**config.mk**
```make
export PLATFORM = sky130hd
export DESIGN_NAME = atm_tone_map_exchange
export DESIGN_NICKNAME = d
export VERILOG_FILES = /design/src/rtl/atm_pkg.sv /design/src/rtl/atm_nbr_table.sv /design/src/rtl/atm_tone_map_exchange.sv
export SDC_FILE = /design/constraint.sdc
export NUM_CORES = 2
export LEC_CHECK = 0
export BUFFER_PORTS_ARGS = -buffer_cell sky130_fd_sc_hd__buf_2
export CAP_MARGIN = 10
export CORE_MARGIN = 2
export CORE_UTILIZATION = 25
export CTS_CLUSTER_DIAMETER = 150
export DETAILED_ROUTE_END_ITERATION = 10
export PLACE_DENSITY = 0.36
export SYNTH_ARGS = -nofsm -noshare
export SYNTH_HDL_FRONTEND = slang
export SYNTH_SLANG_ARGS = --single-unit
export TNS_END_PERCENT = 5
```
**constraint.sdc**
```tcl
create_clock -name clk -period 37.7 [get_ports clk]
set_input_delay 9.425 -clock clk [delete_from_list [all_inputs] [get_ports clk]]
set_output_delay 9.425 -clock clk [all_outputs]
set_load 0.05 [all_outputs]
```
**src/rtl/atm_pkg.sv**
```systemverilog
// Purpose: shared constants and carriers for the adaptive tone map exchange
// Assumes: one 200 MHz clock, synchronous active-low reset
// Notes:   payload byte layouts for both bandplan families
package atm_pkg;

    // ****************************************
    // widths and sizes
    // ****************************************
    localparam int ATM_ADDR_W      = 16;
    localparam int ATM_TM_W        = 24;
    localparam int ATM_COEF_W      = 48;
    localparam int ATM_PAY_BYTES   = 12;
    localparam int ATM_CEN_BYTES   = 7;
    localparam int ATM_CEN_TM_W    = 6;
    localparam int ATM_TTL_W       = 16;
    localparam int ATM_NBR_DEPTH   = 8;

    // ****************************************
    // byte 0 and byte 11 field positions and payload byte indices
    // ****************************************
    localparam int ATM_RES_BIT     = 7;
    localparam int ATM_GAIN_HI     = 6;
    localparam int ATM_GAIN_LO     = 3;
    localparam int ATM_SCHEME_CEN  = 0;
    localparam int ATM_SCHEME_FCC  = 7;
    localparam int ATM_LQI_CEN     = 2;
    localparam int ATM_LQI_FCC     = 4;
    localparam int ATM_COEF_CEN    = 3;
    localparam int ATM_COEF_FCC    = 5;
    localparam int ATM_SCHEME_BYTE = 11;

    // ****************************************
    // modulation codes
    // ****************************************
    localparam logic [2:0] ATM_MOD_ROBUST = 3'h0;
    localparam logic [2:0] ATM_MOD_BPSK   = 3'h1;
    localparam logic [2:0] ATM_MOD_QPSK   = 3'h2;
    localparam logic [2:0] ATM_MOD_8PSK   = 3'h3;
    localparam logic [2:0] ATM_MOD_16QAM  = 3'h4;

    // ****************************************
    // reset values and timing
    // ****************************************
    localparam logic [3:0]  ATM_GAIN_RST   = 4'h0;
    localparam int          ATM_TICK_US    = 1000;
    localparam int          ATM_CLK_MHZ    = 200;
    localparam int          ATM_TICK_CYC   = ATM_TICK_US * ATM_CLK_MHZ;

    typedef enum logic [1:0] {
        ATM_BAND_CEN_A,
        ATM_BAND_CEN_B,
        ATM_BAND_FCC
    } atm_band_e;

    // decoded response payload / stored neighbour parameters
    typedef struct packed {
        logic                  gain_step_resolution;
        logic [3:0]            total_gain_steps;
        logic [2:0]            modulation_select;
        logic                  coherent;
        logic [ATM_TM_W-1:0]   subband_tone_map;
        logic [ATM_COEF_W-1:0] per_group_gain_coef;
        logic [7:0]            lqi;
    } atm_params_s;

    // modulation legality for band and scheme
    function automatic logic atm_mod_legal(input atm_band_e band, input logic [2:0] m,
                                           input logic coh);
        if (band != ATM_BAND_FCC)
            return m[2] == 1'b0;
        return (m <= ATM_MOD_8PSK) || (m == ATM_MOD_16QAM && coh);
    endfunction : atm_mod_legal

endpackage : atm_pkg

```
**src/rtl/atm_nbr_table.sv**
```systemverilog
// Purpose: neighbour records with validity counters
// Assumes: single-cycle lookup, one write per cycle
// Notes:   full table drops new entries
`timescale 1ns/1ps
module atm_nbr_table import atm_pkg::*; #(
    parameter int DEPTH = ATM_NBR_DEPTH
) (
    // clock and reset
    input  wire logic                  clk,
    input  wire logic                  rstn,
    input  wire logic                  ce,
    // lookup
    input  wire logic [ATM_ADDR_W-1:0] look_addr,
    output logic                       look_valid,
    output atm_params_s                look_params,
    // update
    input  wire logic                  wr_en,
    input  wire logic [ATM_ADDR_W-1:0] wr_addr,
    input  atm_params_s                wr_params,
    input  wire logic [ATM_TTL_W-1:0]  record_lifetime_setting,
    input  wire logic                  tick
);
    logic                  used  [DEPTH];
    logic [ATM_ADDR_W-1:0] addr  [DEPTH];
    logic [ATM_TTL_W-1:0]  record_validity_counter [DEPTH];
    atm_params_s           prm   [DEPTH];

    logic [DEPTH-1:0] look_hit;
    logic [DEPTH-1:0] wr_hit;
    logic [DEPTH-1:0] free;
    int               look_idx;
    int               wr_idx;

    always_comb begin
        look_idx = 0;
        wr_idx   = -1;
        for (int i = 0; i < DEPTH; i++) begin
            look_hit[i] = used[i] && addr[i] == look_addr;
            wr_hit[i]   = used[i] && addr[i] == wr_addr;
            free[i]     = !used[i];
            if (look_hit[i])
                look_idx = i;
        end
        for (int i = DEPTH - 1; i >= 0; i--) begin
            if (free[i])
                wr_idx = i;
        end
        for (int i = 0; i < DEPTH; i++) begin
            if (wr_hit[i])
                wr_idx = i;
        end
    end

    assign look_valid  = |look_hit && record_validity_counter[look_idx] != '0;
    assign look_params = prm[look_idx];

    always_ff @(posedge clk) begin
        if (!rstn) begin
            for (int i = 0; i < DEPTH; i++) begin
                used[i]                    <= 1'b0;
                addr[i]                    <= '0;
                record_validity_counter[i] <= '0;
                prm[i]                     <= '0;
            end
        end else if (ce) begin
            for (int i = 0; i < DEPTH; i++) begin
                if (wr_en && wr_idx == i) begin
                    used[i]                    <= 1'b1;
                    addr[i]                    <= wr_addr;
                    prm[i]                     <= wr_params;
                    record_validity_counter[i] <= record_lifetime_setting;
                end else if (tick && record_validity_counter[i] != '0) begin
                    record_validity_counter[i] <= record_validity_counter[i] - 1'b1;
                end
            end
        end
    end

endmodule : atm_nbr_table

```
**src/rtl/atm_tone_map_exchange.sv**
```systemverilog
// Purpose: adaptive tone map request and response framing
// Assumes: frame-level strobes from local MAC/PHY on clk
// Notes:   payloads travel as byte vectors, byte 0 in the low bits
`timescale 1ns/1ps

// Summary of operation
// - CENELEC two-bit modulation codes decoded
// - FCC three-bit codes; reserved codes refused
// - request frame SNR selects next modulation
// - level versus target maps to gain steps
// - total gain is sign-magnitude steps
// - each tone map bit covers sub-band
// - per-group coefficients sign-magnitude, band width
// - unimplemented coefficients sent as zero
// - scheme bit ignored without coherent support
// - received response stored in neighbour record
// - missing or expired record: flag, robust
// - flag only in data or response; tx_flag is set on data frames only
// - valid record configures transmit, no flag
// - flagged data frame triggers a response
// - responses always sent in robust mode
// - response issued as soon as possible
// - response reloads lifetime, record used
// - no response means flag next data
// - no request without sending data
// - decode data using received header parameters
// - link quality placed in response payload
// - CENELEC payload byte layout
// - FCC payload byte layout
module atm_tone_map_exchange import atm_pkg::*; #(
    parameter int          DEPTH    = ATM_NBR_DEPTH,
    parameter int          TICK_CYC = ATM_TICK_CYC,
    parameter logic        HAS_COEF = 1'b0,
    parameter logic        HAS_COH  = 1'b0,
    parameter logic [7:0]  SNR_T1   = 8'h20,
    parameter logic [7:0]  SNR_T2   = 8'h40,
    parameter logic [7:0]  SNR_T3   = 8'h60
) (
    // clock, reset, enable
    input  wire logic                      clk,
    input  wire logic                      rstn,
    input  wire logic                      ce,
    // configuration
    input  atm_band_e                      band,
    input  wire logic                      gain_step_resolution,
    input  wire logic [7:0]                target_receive_level,
    input  wire logic [ATM_TTL_W-1:0]      record_lifetime_setting,
    // local transmit request
    input  wire logic                      tx_req,
    input  wire logic [ATM_ADDR_W-1:0]     tx_dest,
    input  wire logic                      tx_is_data,
    input  wire logic                      tx_is_resp,
    // received frame from phy
    input  wire logic                      rx_valid,
    input  wire logic [ATM_ADDR_W-1:0]     rx_src,
    input  wire logic                      rx_is_data,
    input  wire logic                      rx_map_request_flag,
    input  wire logic                      rx_is_resp,
    input  wire logic [8*ATM_PAY_BYTES-1:0] rx_payload,
    input  wire logic [2:0]                rx_fch_mod,
    input  wire logic                      rx_fch_coh,
    input  wire logic [7:0]                rx_snr,
    input  wire logic [7:0]                rx_level,
    input  wire logic [7:0]                rx_lqi,
    input  wire logic [ATM_TM_W-1:0]       rx_tone_quality,
    // transmit configuration out
    output logic                           tx_cfg_valid,
    output logic                           tx_map_request_flag,
    output atm_params_s                    tx_cfg,
    // response frame out
    output logic                           resp_valid,
    output logic [ATM_ADDR_W-1:0]          resp_dest,
    output logic [8*ATM_PAY_BYTES-1:0]     resp_payload,
    input  wire logic                      resp_ready,
    // receive decoding
    output logic                           rx_dec_valid,
    output logic [2:0]                     rx_dec_mod,
    output logic                           rx_dec_coh,
    output logic                           rx_resp_bad
);
    // ****************************************
    // neighbour table and tick
    // ****************************************
    logic                  look_valid;
    atm_params_s           look_params;
    logic                  tick;
    logic [31:0]           tick_cnt;
    logic [DEPTH-1:0]      sent_mask;
    logic [ATM_ADDR_W-1:0] sent_addr [DEPTH];

    // ****************************************
    // response parsing
    // ****************************************
    logic                  is_fcc;
    logic [7:0]            b0;
    atm_params_s           rx_par;
    logic                  rx_par_ok;
    logic                  wr_en;

    function automatic logic [7:0] byte_of(input logic [8*ATM_PAY_BYTES-1:0] p,
                                           input int n);
        return p[8*n +: 8];
    endfunction : byte_of

    assign is_fcc = band == ATM_BAND_FCC;
    assign b0     = byte_of(rx_payload, 0);

    always_comb begin
        rx_par                      = '0;
        rx_par.gain_step_resolution = b0[ATM_RES_BIT];
        rx_par.total_gain_steps     = b0[ATM_GAIN_HI:ATM_GAIN_LO];
        if (is_fcc) begin
            rx_par.modulation_select   = b0[2:0];
            rx_par.coherent            = byte_of(rx_payload, ATM_SCHEME_BYTE)[ATM_SCHEME_FCC];
            rx_par.subband_tone_map    = rx_payload[8 +: ATM_TM_W];
            rx_par.lqi                 = byte_of(rx_payload, ATM_LQI_FCC);
            rx_par.per_group_gain_coef = rx_payload[8*ATM_COEF_FCC +: ATM_COEF_W];
        end else begin
            rx_par.modulation_select   = {1'b0, b0[2:1]};
            rx_par.coherent            = b0[ATM_SCHEME_CEN];
            rx_par.subband_tone_map    = {18'h0, rx_payload[8 +: ATM_CEN_TM_W]};
            rx_par.lqi                 = byte_of(rx_payload, ATM_LQI_CEN);
            rx_par.per_group_gain_coef = {24'h0, rx_payload[8*ATM_COEF_CEN +: 24]};
        end
        if (!HAS_COH)
            rx_par.coherent = 1'b0;
    end

    assign rx_par_ok = atm_mod_legal(band, rx_par.modulation_select, rx_par.coherent);
    assign wr_en     = ce && rx_valid && rx_is_resp && rx_par_ok;

    atm_nbr_table #(
        .DEPTH(DEPTH)
    ) u_table (
        .clk                     (clk),
        .rstn                    (rstn),
        .ce                      (ce),
        .look_addr               (tx_dest),
        .look_valid              (look_valid),
        .look_params             (look_params),
        .wr_en                   (wr_en),
        .wr_addr                 (rx_src),
        .wr_params               (rx_par),
        .record_lifetime_setting (record_lifetime_setting),
        .tick                    (tick)
    );

    assign tick = tick_cnt == 32'(TICK_CYC - 1);

    // ****************************************
    // response building
    // ****************************************
    logic [2:0]  snr_mod;
    logic [7:0]  lvl_diff;
    logic [3:0]  gain_code;
    logic [7:0]  step_db;
    logic [7:0]  steps;
    logic [8*ATM_PAY_BYTES-1:0] next_payload;
    logic        want_resp;
    logic [ATM_TM_W-1:0] tm_mask;

    assign snr_mod = rx_snr >= SNR_T3 ? ATM_MOD_8PSK :
                     rx_snr >= SNR_T2 ? ATM_MOD_QPSK :
                     rx_snr >= SNR_T1 ? ATM_MOD_BPSK : ATM_MOD_ROBUST;

    assign step_db   = gain_step_resolution ? 8'h03 : 8'h06;
    assign lvl_diff  = rx_level > target_receive_level ? rx_level - target_receive_level
                                                       : target_receive_level - rx_level;
    assign steps     = lvl_diff / step_db;
    assign gain_code = {rx_level > target_receive_level,
                        steps > 8'h07 ? 3'h7 : steps[2:0]};

    // cenelec-b keeps upper sub-bands at zero
    assign tm_mask = is_fcc ? {ATM_TM_W{1'b1}} :
                     band == ATM_BAND_CEN_B ? 24'h000007 : 24'h00003f;

    always_comb begin
        next_payload = '0;
        next_payload[ATM_RES_BIT] = gain_step_resolution;
        next_payload[ATM_GAIN_HI:ATM_GAIN_LO] = gain_code;
        if (is_fcc) begin
            next_payload[2:0] = snr_mod;
            next_payload[8 +: ATM_TM_W] = rx_tone_quality & tm_mask;
            next_payload[8*ATM_LQI_FCC +: 8] = rx_lqi;
            next_payload[8*ATM_SCHEME_BYTE + ATM_SCHEME_FCC] = HAS_COH;
        end else begin
            next_payload[2:1] = snr_mod[1:0];
            next_payload[ATM_SCHEME_CEN] = HAS_COH;
            next_payload[8 +: ATM_CEN_TM_W] = rx_tone_quality[ATM_CEN_TM_W-1:0]
                                              & tm_mask[ATM_CEN_TM_W-1:0];
            next_payload[8*ATM_LQI_CEN +: 8] = rx_lqi;
        end
        // coefficients left zero, field widths reserved
    end

    assign want_resp = rx_valid && rx_is_data && rx_map_request_flag;

    // ****************************************
    // request tracking
    // ****************************************
    logic sent_hit;
    always_comb begin
        sent_hit = 1'b0;
        for (int i = 0; i < DEPTH; i++)
            sent_hit = sent_hit | (sent_mask[i] && sent_addr[i] == tx_dest);
    end

    logic [$clog2(DEPTH)-1:0] sent_ptr;
    logic tx_flag;
    // flag while no valid record, only after data sent
    assign tx_flag = tx_is_data && !look_valid && sent_hit;

    always_ff @(posedge clk) begin
        if (!rstn) begin
            tick_cnt  <= '0;
            sent_mask <= '0;
            sent_ptr  <= '0;
            for (int i = 0; i < DEPTH; i++)
                sent_addr[i] <= '0;
        end else if (ce) begin
            tick_cnt <= tick ? '0 : tick_cnt + 32'h1;
            // remember destinations that carried data
            if (tx_req && tx_is_data && !sent_hit) begin
                sent_mask[sent_ptr] <= 1'b1;
                sent_addr[sent_ptr] <= tx_dest;
                sent_ptr            <= sent_ptr + 1'b1;
            end
        end
    end

    // ****************************************
    // output registers
    // ****************************************
    always_ff @(posedge clk) begin
        if (!rstn) begin
            tx_cfg_valid        <= 1'b0;
            tx_map_request_flag <= 1'b0;
            tx_cfg              <= '0;
            resp_valid          <= 1'b0;
            resp_dest           <= '0;
            resp_payload        <= '0;
            rx_dec_valid        <= 1'b0;
            rx_dec_mod          <= ATM_MOD_ROBUST;
            rx_dec_coh          <= 1'b0;
            rx_resp_bad         <= 1'b0;
        end else if (ce) begin
            tx_cfg_valid <= tx_req;
            if (tx_req) begin
                tx_map_request_flag <= tx_flag;
                if (tx_is_data && look_valid) begin
                    tx_cfg <= look_params;
                end else begin
                    tx_cfg                  <= '0;
                    tx_cfg.subband_tone_map <= '1;
                end
            end
            // response offered next cycle; held until taken
            if (want_resp && !(resp_valid && !resp_ready)) begin
                resp_valid   <= 1'b1;
                resp_dest    <= rx_src;
                resp_payload <= next_payload;
            end else if (resp_ready) begin
                resp_valid <= 1'b0;
            end
            rx_dec_valid <= rx_valid && rx_is_data;
            if (rx_valid && rx_is_data) begin
                rx_dec_mod <= rx_fch_mod;
                rx_dec_coh <= rx_fch_coh && HAS_COH;
            end
            rx_resp_bad <= rx_valid && rx_is_resp && !rx_par_ok;
        end
    end

endmodule : atm_tone_map_exchange
```
After elaboration in Yosys (flattened, before gate mapping)
Memories as Yosys holds them, arrays and structs flattened.
Index checks and enable logic that the tools add are counted.
{ "totals": {"regBits": 196, "ramBits": 1096, "input_bits": 218, "output_inout_bits": 210, "word_cells": 375, "mem_count": 5} }
{ "mem_list": {"columns": ["memory", "words", "word_bits", "read_ports", "rd_ports_with_merged_regs", "wr", "line", "rtl"], "rows": [
  ["u_table.prm", 8, 88, 1, 0, 8, "atm_nbr_table.sv:26", "atm_params_s prm [DEPTH];"],
  ["sent_addr", 8, 16, 8, 0, 8, "atm_tone_map_exchange.sv:89", "logic [ATM_ADDR_W-1:0] sent_addr [DEPTH];"],
  ["u_table.addr", 8, 16, 8, 0, 8, "atm_nbr_table.sv:24", "logic [ATM_ADDR_W-1:0] addr [DEPTH];"],
  ["u_table.record_validity_counter", 8, 16, 9, 0, 8, "atm_nbr_table.sv:25", "logic [ATM_TTL_W-1:0] record_validity_counter [DEPTH];"],
  ["u_table.used", 8, 1, 8, 0, 8, "atm_nbr_table.sv:23", "logic used [DEPTH];"]
]} }
{ "classes": {"addsub": 12, "div": 1, "magnitude_cmp": 8, "n_eq_ne": 35, "muxes": 166, "bitwise_logic": 51, "reduce_logical": 79} }
{ "ops": {"columns": ["cell", "count"], "rows": [
  ["88-bit 2-to-1 mux", 8],
  ["32-bit 2-to-1 mux", 17],
  ["16-bit 2-to-1 mux", 26],
  ["16-bit == test", 24],
  ["16-bit nonzero test", 9],
  ["32-bit by 4-bit == test with 1-bit output, second input constant", 4],
  ["16-bit by 1-bit subtractor with 16-bit output, second input constant", 8],
  ["1-bit 2-to-1 mux", 94],
  ["89-bit 2-to-1 mux", 1],
  ["84-bit 2-to-1 mux", 1],
  ["32-bit by 3-bit == test with 1-bit output, second input constant", 2],
  ["1-bit logical AND", 56],
  ["1-bit OR", 47],
  ["32-bit by 1-bit adder with 32-bit output, second input constant", 1],
  ["32-bit by 18-bit == test with 1-bit output, second input constant", 1],
  ["32-bit by 2-bit == test with 1-bit output, second input constant", 1],
  ["32-bit logical NOT", 1],
  ["24-bit AND", 1],
  ["24-bit 2-to-1 mux", 1],
  ["3-bit 2-to-1 mux", 8],
  ["8-bit by 7-bit greater-or-equal comparator with 1-bit output, second input constant", 2],
  ["8-bit 2-to-1 mux", 2],
  ["16-bit OR reduction", 1],
  ["8-bit subtractor", 2],
  ["21 further kinds", 34]
]} }

Longest topological paths before layout
An unclocked memory read counts as a cell.
{ "logic_depth": {"word_depth": 25, "ltp_mapped": 55, "depth_no_buf": 51} }

Hierarchy
From an unflattened synthesis, not the netlist that was laid out.
{ "hier_totals": {"hier_cells": 5818, "hier_area_um2": 63983.9} }
{ "by_module_without_submodules": {"columns": ["module", "n_inst", "cells_per_inst", "area_each_um2", "seq_area_each_um2"], "rows": [
  ["atm_nbr_table", 1, 4186, 47745.8, 29258.1],
  ["atm_tone_map_exchange", 1, 1632, 16238.1, 7767.4]
]} }

Least setup slack after synthesis
OpenSTA, ideal clock, no wires.
{ "synth_path": {"kind": "input to register", "from": "in rx_level[0]", "to": "reg resp_payload[3]", "setup_time_ps": 124, "t_arrival_ps": 18819, "t_required_ps": 37576, "slack_ps": 18756, "cell_stages": 54, "path_buffers": 4, "path_cell_list": "inv_1 ha_1 inv_1 fa_1 nand3_1 a21oi_1 o22a_1 buf_6 mux2i_2 xnor2_2 ha_1 o21ai_0 nand2b_1 mux2i_1 ha_1 clkbuf_1 o21ai_0 nor2_1 [... 18 more ...] nand3_1 nor4b_2 nor2_1 and2_1 buf_4 o31a_1 ha_1 o21ai_0 a211oi_2 and4b_1 nor2_1 xnor2_1 ha_1 o21ai_0 a21oi_1 a211o_1 mux2i_1 a31oi_1"} }
{ "synth_via": {"elab_chain_cells": 5, "elab_cells_between_ends": 7, "cone_classes": "add/sub (2); div (1); order compare (2); mux (2)"} }
{ "synth_rtl": {"columns": ["element", "line", "rtl"], "rows": [
  ["start: declaration", "atm_tone_map_exchange.sv:63", "input wire logic [7:0] rx_level,"],
  ["8-bit subtractor, or another cell as far along", "atm_tone_map_exchange.sv:168", ": target_receive_level - rx_level;"],
  ["8-bit 2-to-1 mux (*)", "atm_tone_map_exchange.sv:167", "assign lvl_diff = rx_level > target_receive_level ? rx_level - target_receive_level"],
  ["8-bit by 8-bit divider with 8-bit output (*)", "atm_tone_map_exchange.sv:169", "assign steps = lvl_diff / step_db;"],
  ["8-bit by 3-bit greater-than comparator with 1-bit output", "atm_tone_map_exchange.sv:171", "steps > 8'h07 ? 3'h7 : steps[2:0]};"],
  ["3-bit 2-to-1 mux (*)", "atm_tone_map_exchange.sv:171", null],
  ["end signal: assignment", "atm_tone_map_exchange.sv:261", "resp_payload <= next_payload;"],
  ["end: declaration", "atm_tone_map_exchange.sv:73", "output logic [8*ATM_PAY_BYTES-1:0] resp_payload,"]
]} }
Mark *: on every way between the ends. The rest lies on a longest branch, timed or not.
A chain may end at the register's enable or synchronous reset.

Final worst setup path
{ "layout_path": {"from": "in target_receive_level[5]", "to": "reg resp_payload[3]"} }
{ "layout_via": {"elab_chain_cells": 5, "elab_cells_between_ends": 7, "cone_classes": "add/sub (2); div (1); order compare (2); mux (2)"} }
{ "layout_rtl": {"columns": ["element", "line", "rtl"], "rows": [
  ["start: declaration", "atm_tone_map_exchange.sv:46", "input wire logic [7:0] target_receive_level,"],
  ["8-bit subtractor, or another cell as far along", "atm_tone_map_exchange.sv:168", null],
  ["8-bit 2-to-1 mux (*)", "atm_tone_map_exchange.sv:167", null],
  ["8-bit by 8-bit divider with 8-bit output (*)", "atm_tone_map_exchange.sv:169", null],
  ["8-bit by 3-bit greater-than comparator with 1-bit output", "atm_tone_map_exchange.sv:171", null],
  ["3-bit 2-to-1 mux (*)", "atm_tone_map_exchange.sv:171", null]
]} }
Marks and branches as above.

==> results.py <==
metrics = {
    "synth": {
        "synth_top_cell_by_area": "edfxtp_1",
        "synth-main-ff-cell": "edfxtp_1",
        "synthCells": 6131,
        "ys_async_sr_fraction_pct": 0,
        "yosysWarnings": 0,
        "synth_cell_types": 76,
        "avgSynthCellArea_sq_um": 10.1,
        "synth_edf_count": 1091,
        "yosys-top-cells-area": "edfxtp_1 53%, nand2_1 7.2%, dfxtp_1 6.5%",
        "synth_top_cell_area_share_pct": 52.9,
        "ys_ff_latch": 1291,
        "yosysSeqAreaShare_pct": 59.4,
        "synthesis.area_sq_um": 61900,
    },
    "min_path": {
        "hold_depth": 2,
        "min-delay-start": "resp_payload[31]$_SDFFE_PN0P_",
        "min_to": "resp_payload[31]$_SDFFE_PN0P_",
        "hp-class": "reg -> reg",
    },
    "finish": {
        "nNetsFinal": 6602,
        "nFillCells": 25700,
        "syn_to_final_growth_pct": 16.6,
        "drive_gt1_share_pct": 11.7,
        "fin_cells": 9784,
    },
    "critical_path": {
        "crit_fanout": 11,
        "cp_slowest_cell": "nor4_2",
        "r2r_slack_ns": 31.46,
        "max_stage_delay_ns": 0.84,
        "crit_path_end_kind": "flip-flop",
        "r2r_start": "u_table.addr[0][35]$_SDFFCE_PN0P_",
        "cp-start-kind": "input port",
        "setup.worst_path.class": "in -> reg",
        "critPathArrivalTime_ns": 20.82,
        "cpMostUsedCell": "ha_1",
        "r2r-end": "u_table.prm[2][61]$_SDFFCE_PN0P_",
        "r2r.worst_path.cells": 12,
        "worstPathRequired_ns": 38.37,
    },
    "cts": {
        "clockBufferDepth": 3,
        "cts_resized": 0,
        "htree_levels": 4,
        "post_cts_buffers": 0,
        "ctsHoldBuffers": 0,
        "cts_buffers": 163,
        "cts.clk_slew.worst_paths_ns": 0.05,
        "cts_root_buf": "clkbuf_16",
        "clkLatencyLatePin_ns": 0.83,
        "cts_tree": "built",
        "cts.sinks": 1291,
    },
    "global_routing": {
        "globalRouteTotalUtil_pct": 17.8,
        "grt_max_degree": 138,
        "grt_pass1_wl_um": 327000,
        "grt_pass1_vias": 44900,
        "antenna_found_initial": 31,
        "grt_overflow": 0,
    },
    "sta": {
        "period_needed_ns": 20.14,
        "tightest_slew_ns": 1.16,
        "fin_skew_ns": 0.0396,
        "setup_tns_ns": 0,
        "rsz0062_at_grt": "no",
        "slew_headroom_pct": 22.7,
        "report.final.slew_viol_count": 0,
        "final_hold_viol_count": 0,
        "period_share_pct": 53.4,
        "setup_viol": 0,
        "fmax_ghz": 0.0496,
    },
    "route": {
        "wl_per_cell_um": 23.3,
        "ant_nets": 0,
        "drtIter0Drc": 3293,
        "dr_total_vias": 45200,
        "dr.pass1.iters": 5,
        "routed_wl_um": 228000,
        "drc_errors": 0,
        "vias_per_cell": 4.62,
    },
    "job": {
        "drv_cap": 0,
    },
    "power": {
        "power_leakage_nw": 26.4,
        "powerDensity_nw_per_um2": 50.0,
        "finalPower_mw": 3.61,
        "vdd_drop_max_v": 0.0000389,
    },
    "placed_design": {
        "post-dp-hpwl_um": 132000,
        "io_buffers": 354,
        "gp_congestion": 0.751,
        "placedCellCount": 9477,
    },
    "floorplan": {
        "initial_core_util_pct": 25.1,
        "pin_count": 428,
        "die_h_um": 502,
        "rows": 182,
        "core_area_sq_um": 246000,
        "die_area_sq_um": 252000,
        "dieWidth_um": 502,
    },
    "outcome": {
        "status": "finished, final reports clean",
    },
}
logic make-up (layout without fill, tap and decap cells):
family                   after synthesis  count (layout)  share of synthesized area, %
flip-flops                          1291            1291                          59.4
buffers and inverters                637             909                          4.27
AO/OA/AOI/OAI                        597             597                          5.71
multiplexers                          63              63                          1.14
AND/OR/NAND/NOR                     2974            2974                          21.1
other                                  1              70                       0.00606
adder cells (fa/ha/maj)               50              50                          1.03
XOR/XNOR                             518             518                          7.34
metrics by stage:
| stage | hold slack, ns | setup WS, ns | instance area, sq um | util, % |
|---|---|---|---|---|
| after global routing | 0.464 | 16.67 | 72200 | 29.3 |
| after CTS | 0.448 | 17.67 | 72200 | 29.3 |
| after detailed placement | 0.439 | 16.81 | 66900 | 27.2 |
| final | 0.447 | 17.56 | 72200 | 29.3 |
| after global placement | 0.433 | 16.75 | 66900 | 27.2 |
| after floorplan | 0.426 | 18.76 | 62100 | - |
metal layers:
layer	share of wire [%]	wire (um)	GRT usage, %	vias to the layer above
met3	5.3	12100	3.23	275
met5	0.036	83	0	-
met1	47	107000	24.8	22500
li1	-	-	-	21300
met2	46	104000	28.4	1107
met4	2.1	4810	4.28	12
worst max-delay path: cells and delay by family:
kind	cells	cell delay, ns
buffers and inverters	3	0.21
AO/OA/AOI/OAI	16	3.50
multiplexers	3	0.86
AND/OR/NAND/NOR	15	3.30
XOR/XNOR	4	0.84
adder cells (fa/ha/maj)	8	2.68
sequential cells by signal (all words and copies together) (netlist names):
signal,flops
u_table.record_validity_counter,128
rx_dec_valid,1
rx_resp_bad,1
sent_mask,8
tx_map_request_flag,1
resp_dest,16
tx_cfg_valid,1
tick_cnt,32
u_table.addr,128
tx_cfg,88
u_table.used,8
sent_addr,128
u_table.prm,704
resp_payload,40
sent_ptr,3
resp_valid,1
rx_dec_mod,3
how the worst max path moves through the flow:
stage,from,endpoint
after floorplan,rx_level[0],resp_payload[3]$_SDFFE_PN0P_
after global placement,target_receive_level[3],resp_payload[3]$_SDFFE_PN0P_
after detailed placement,target_receive_level[6],resp_payload[3]$_SDFFE_PN0P_
after CTS,target_receive_level[5],resp_payload[3]$_SDFFE_PN0P_
after global routing,target_receive_level[6],resp_payload[3]$_SDFFE_PN0P_
final,target_receive_level[5],resp_payload[3]$_SDFFE_PN0P_
Yosys cell counts (17+ instances only):
master    instances
inv_1           166
nand2b_1         28
a22o_1           21
clkbuf_1        355
ha_1             48
a31oi_1          36
buf_4            59
a21o_1           19
and3_1           58
a21oi_1         226
xor2_1          186
nor3_1           52
xnor2_1         331
or3_1            17
nand2_1        1195
buf_1            35
nand3_1         467
nand4_1          63
o21ai_0         197
edfxtp_1       1091
mux2i_1          23
nor2_1          800
mux2_2           37
a311oi_1         26
nor4_1           87
dfxtp_1         200
and2_1          141
power by group:
group	internal (mW)	switching (mW)
clock	0.898	0.654
combinational	0.139	0.287
sequential	1.61	0.0264
total	2.64	0.968
final cells by class:
class / instances / area, sq um / share of cell area, %
sequential: 1291 / 36800 / 50.9
multi-input combinational: 4266 / 22900 / 31.7
clock buffer: 255 / 4730 / 6.55
tap: 3312 / 4140 / 5.74
timing repair buffer: 445 / 2480 / 3.44
inverter: 167 / 639 / 0.886
clock inverter: 42 / 505 / 0.700
antenna: 6 / 15.0 / 0.0208
placed cells by master (no fill, tap or decap), types with 18 or more instances in the layout:
cell | netlist | routed
nand4_1 | 63 | 63
xnor2_1 | 331 | 331
a31oi_1 | 36 | 36
a21oi_1 | 226 | 225
clkbuf_8 | 0 | 26
a22o_1 | 21 | 21
xor2_1 | 186 | 186
nand2b_1 | 28 | 26
inv_1 | 166 | 165
mux2_2 | 37 | 37
conb_1 | 1 | 64
clkbuf_1 | 355 | 64
ha_1 | 48 | 48
a311oi_1 | 26 | 25
nand2_1 | 1195 | 1183
dfxtp_1 | 200 | 200
mux2i_1 | 23 | 23
edfxtp_1 | 1091 | 1091
a21o_1 | 19 | 18
buf_2 | 5 | 353
nand3_1 | 467 | 465
nor4_1 | 87 | 87
and3_1 | 58 | 58
nor2_1 | 800 | 799
clkbuf_16 | 0 | 165
nor3_1 | 52 | 52
o21ai_0 | 197 | 193
buf_4 | 59 | 87
and2_1 | 141 | 138
Note: power is estimated with default switching activity, not from simulation.
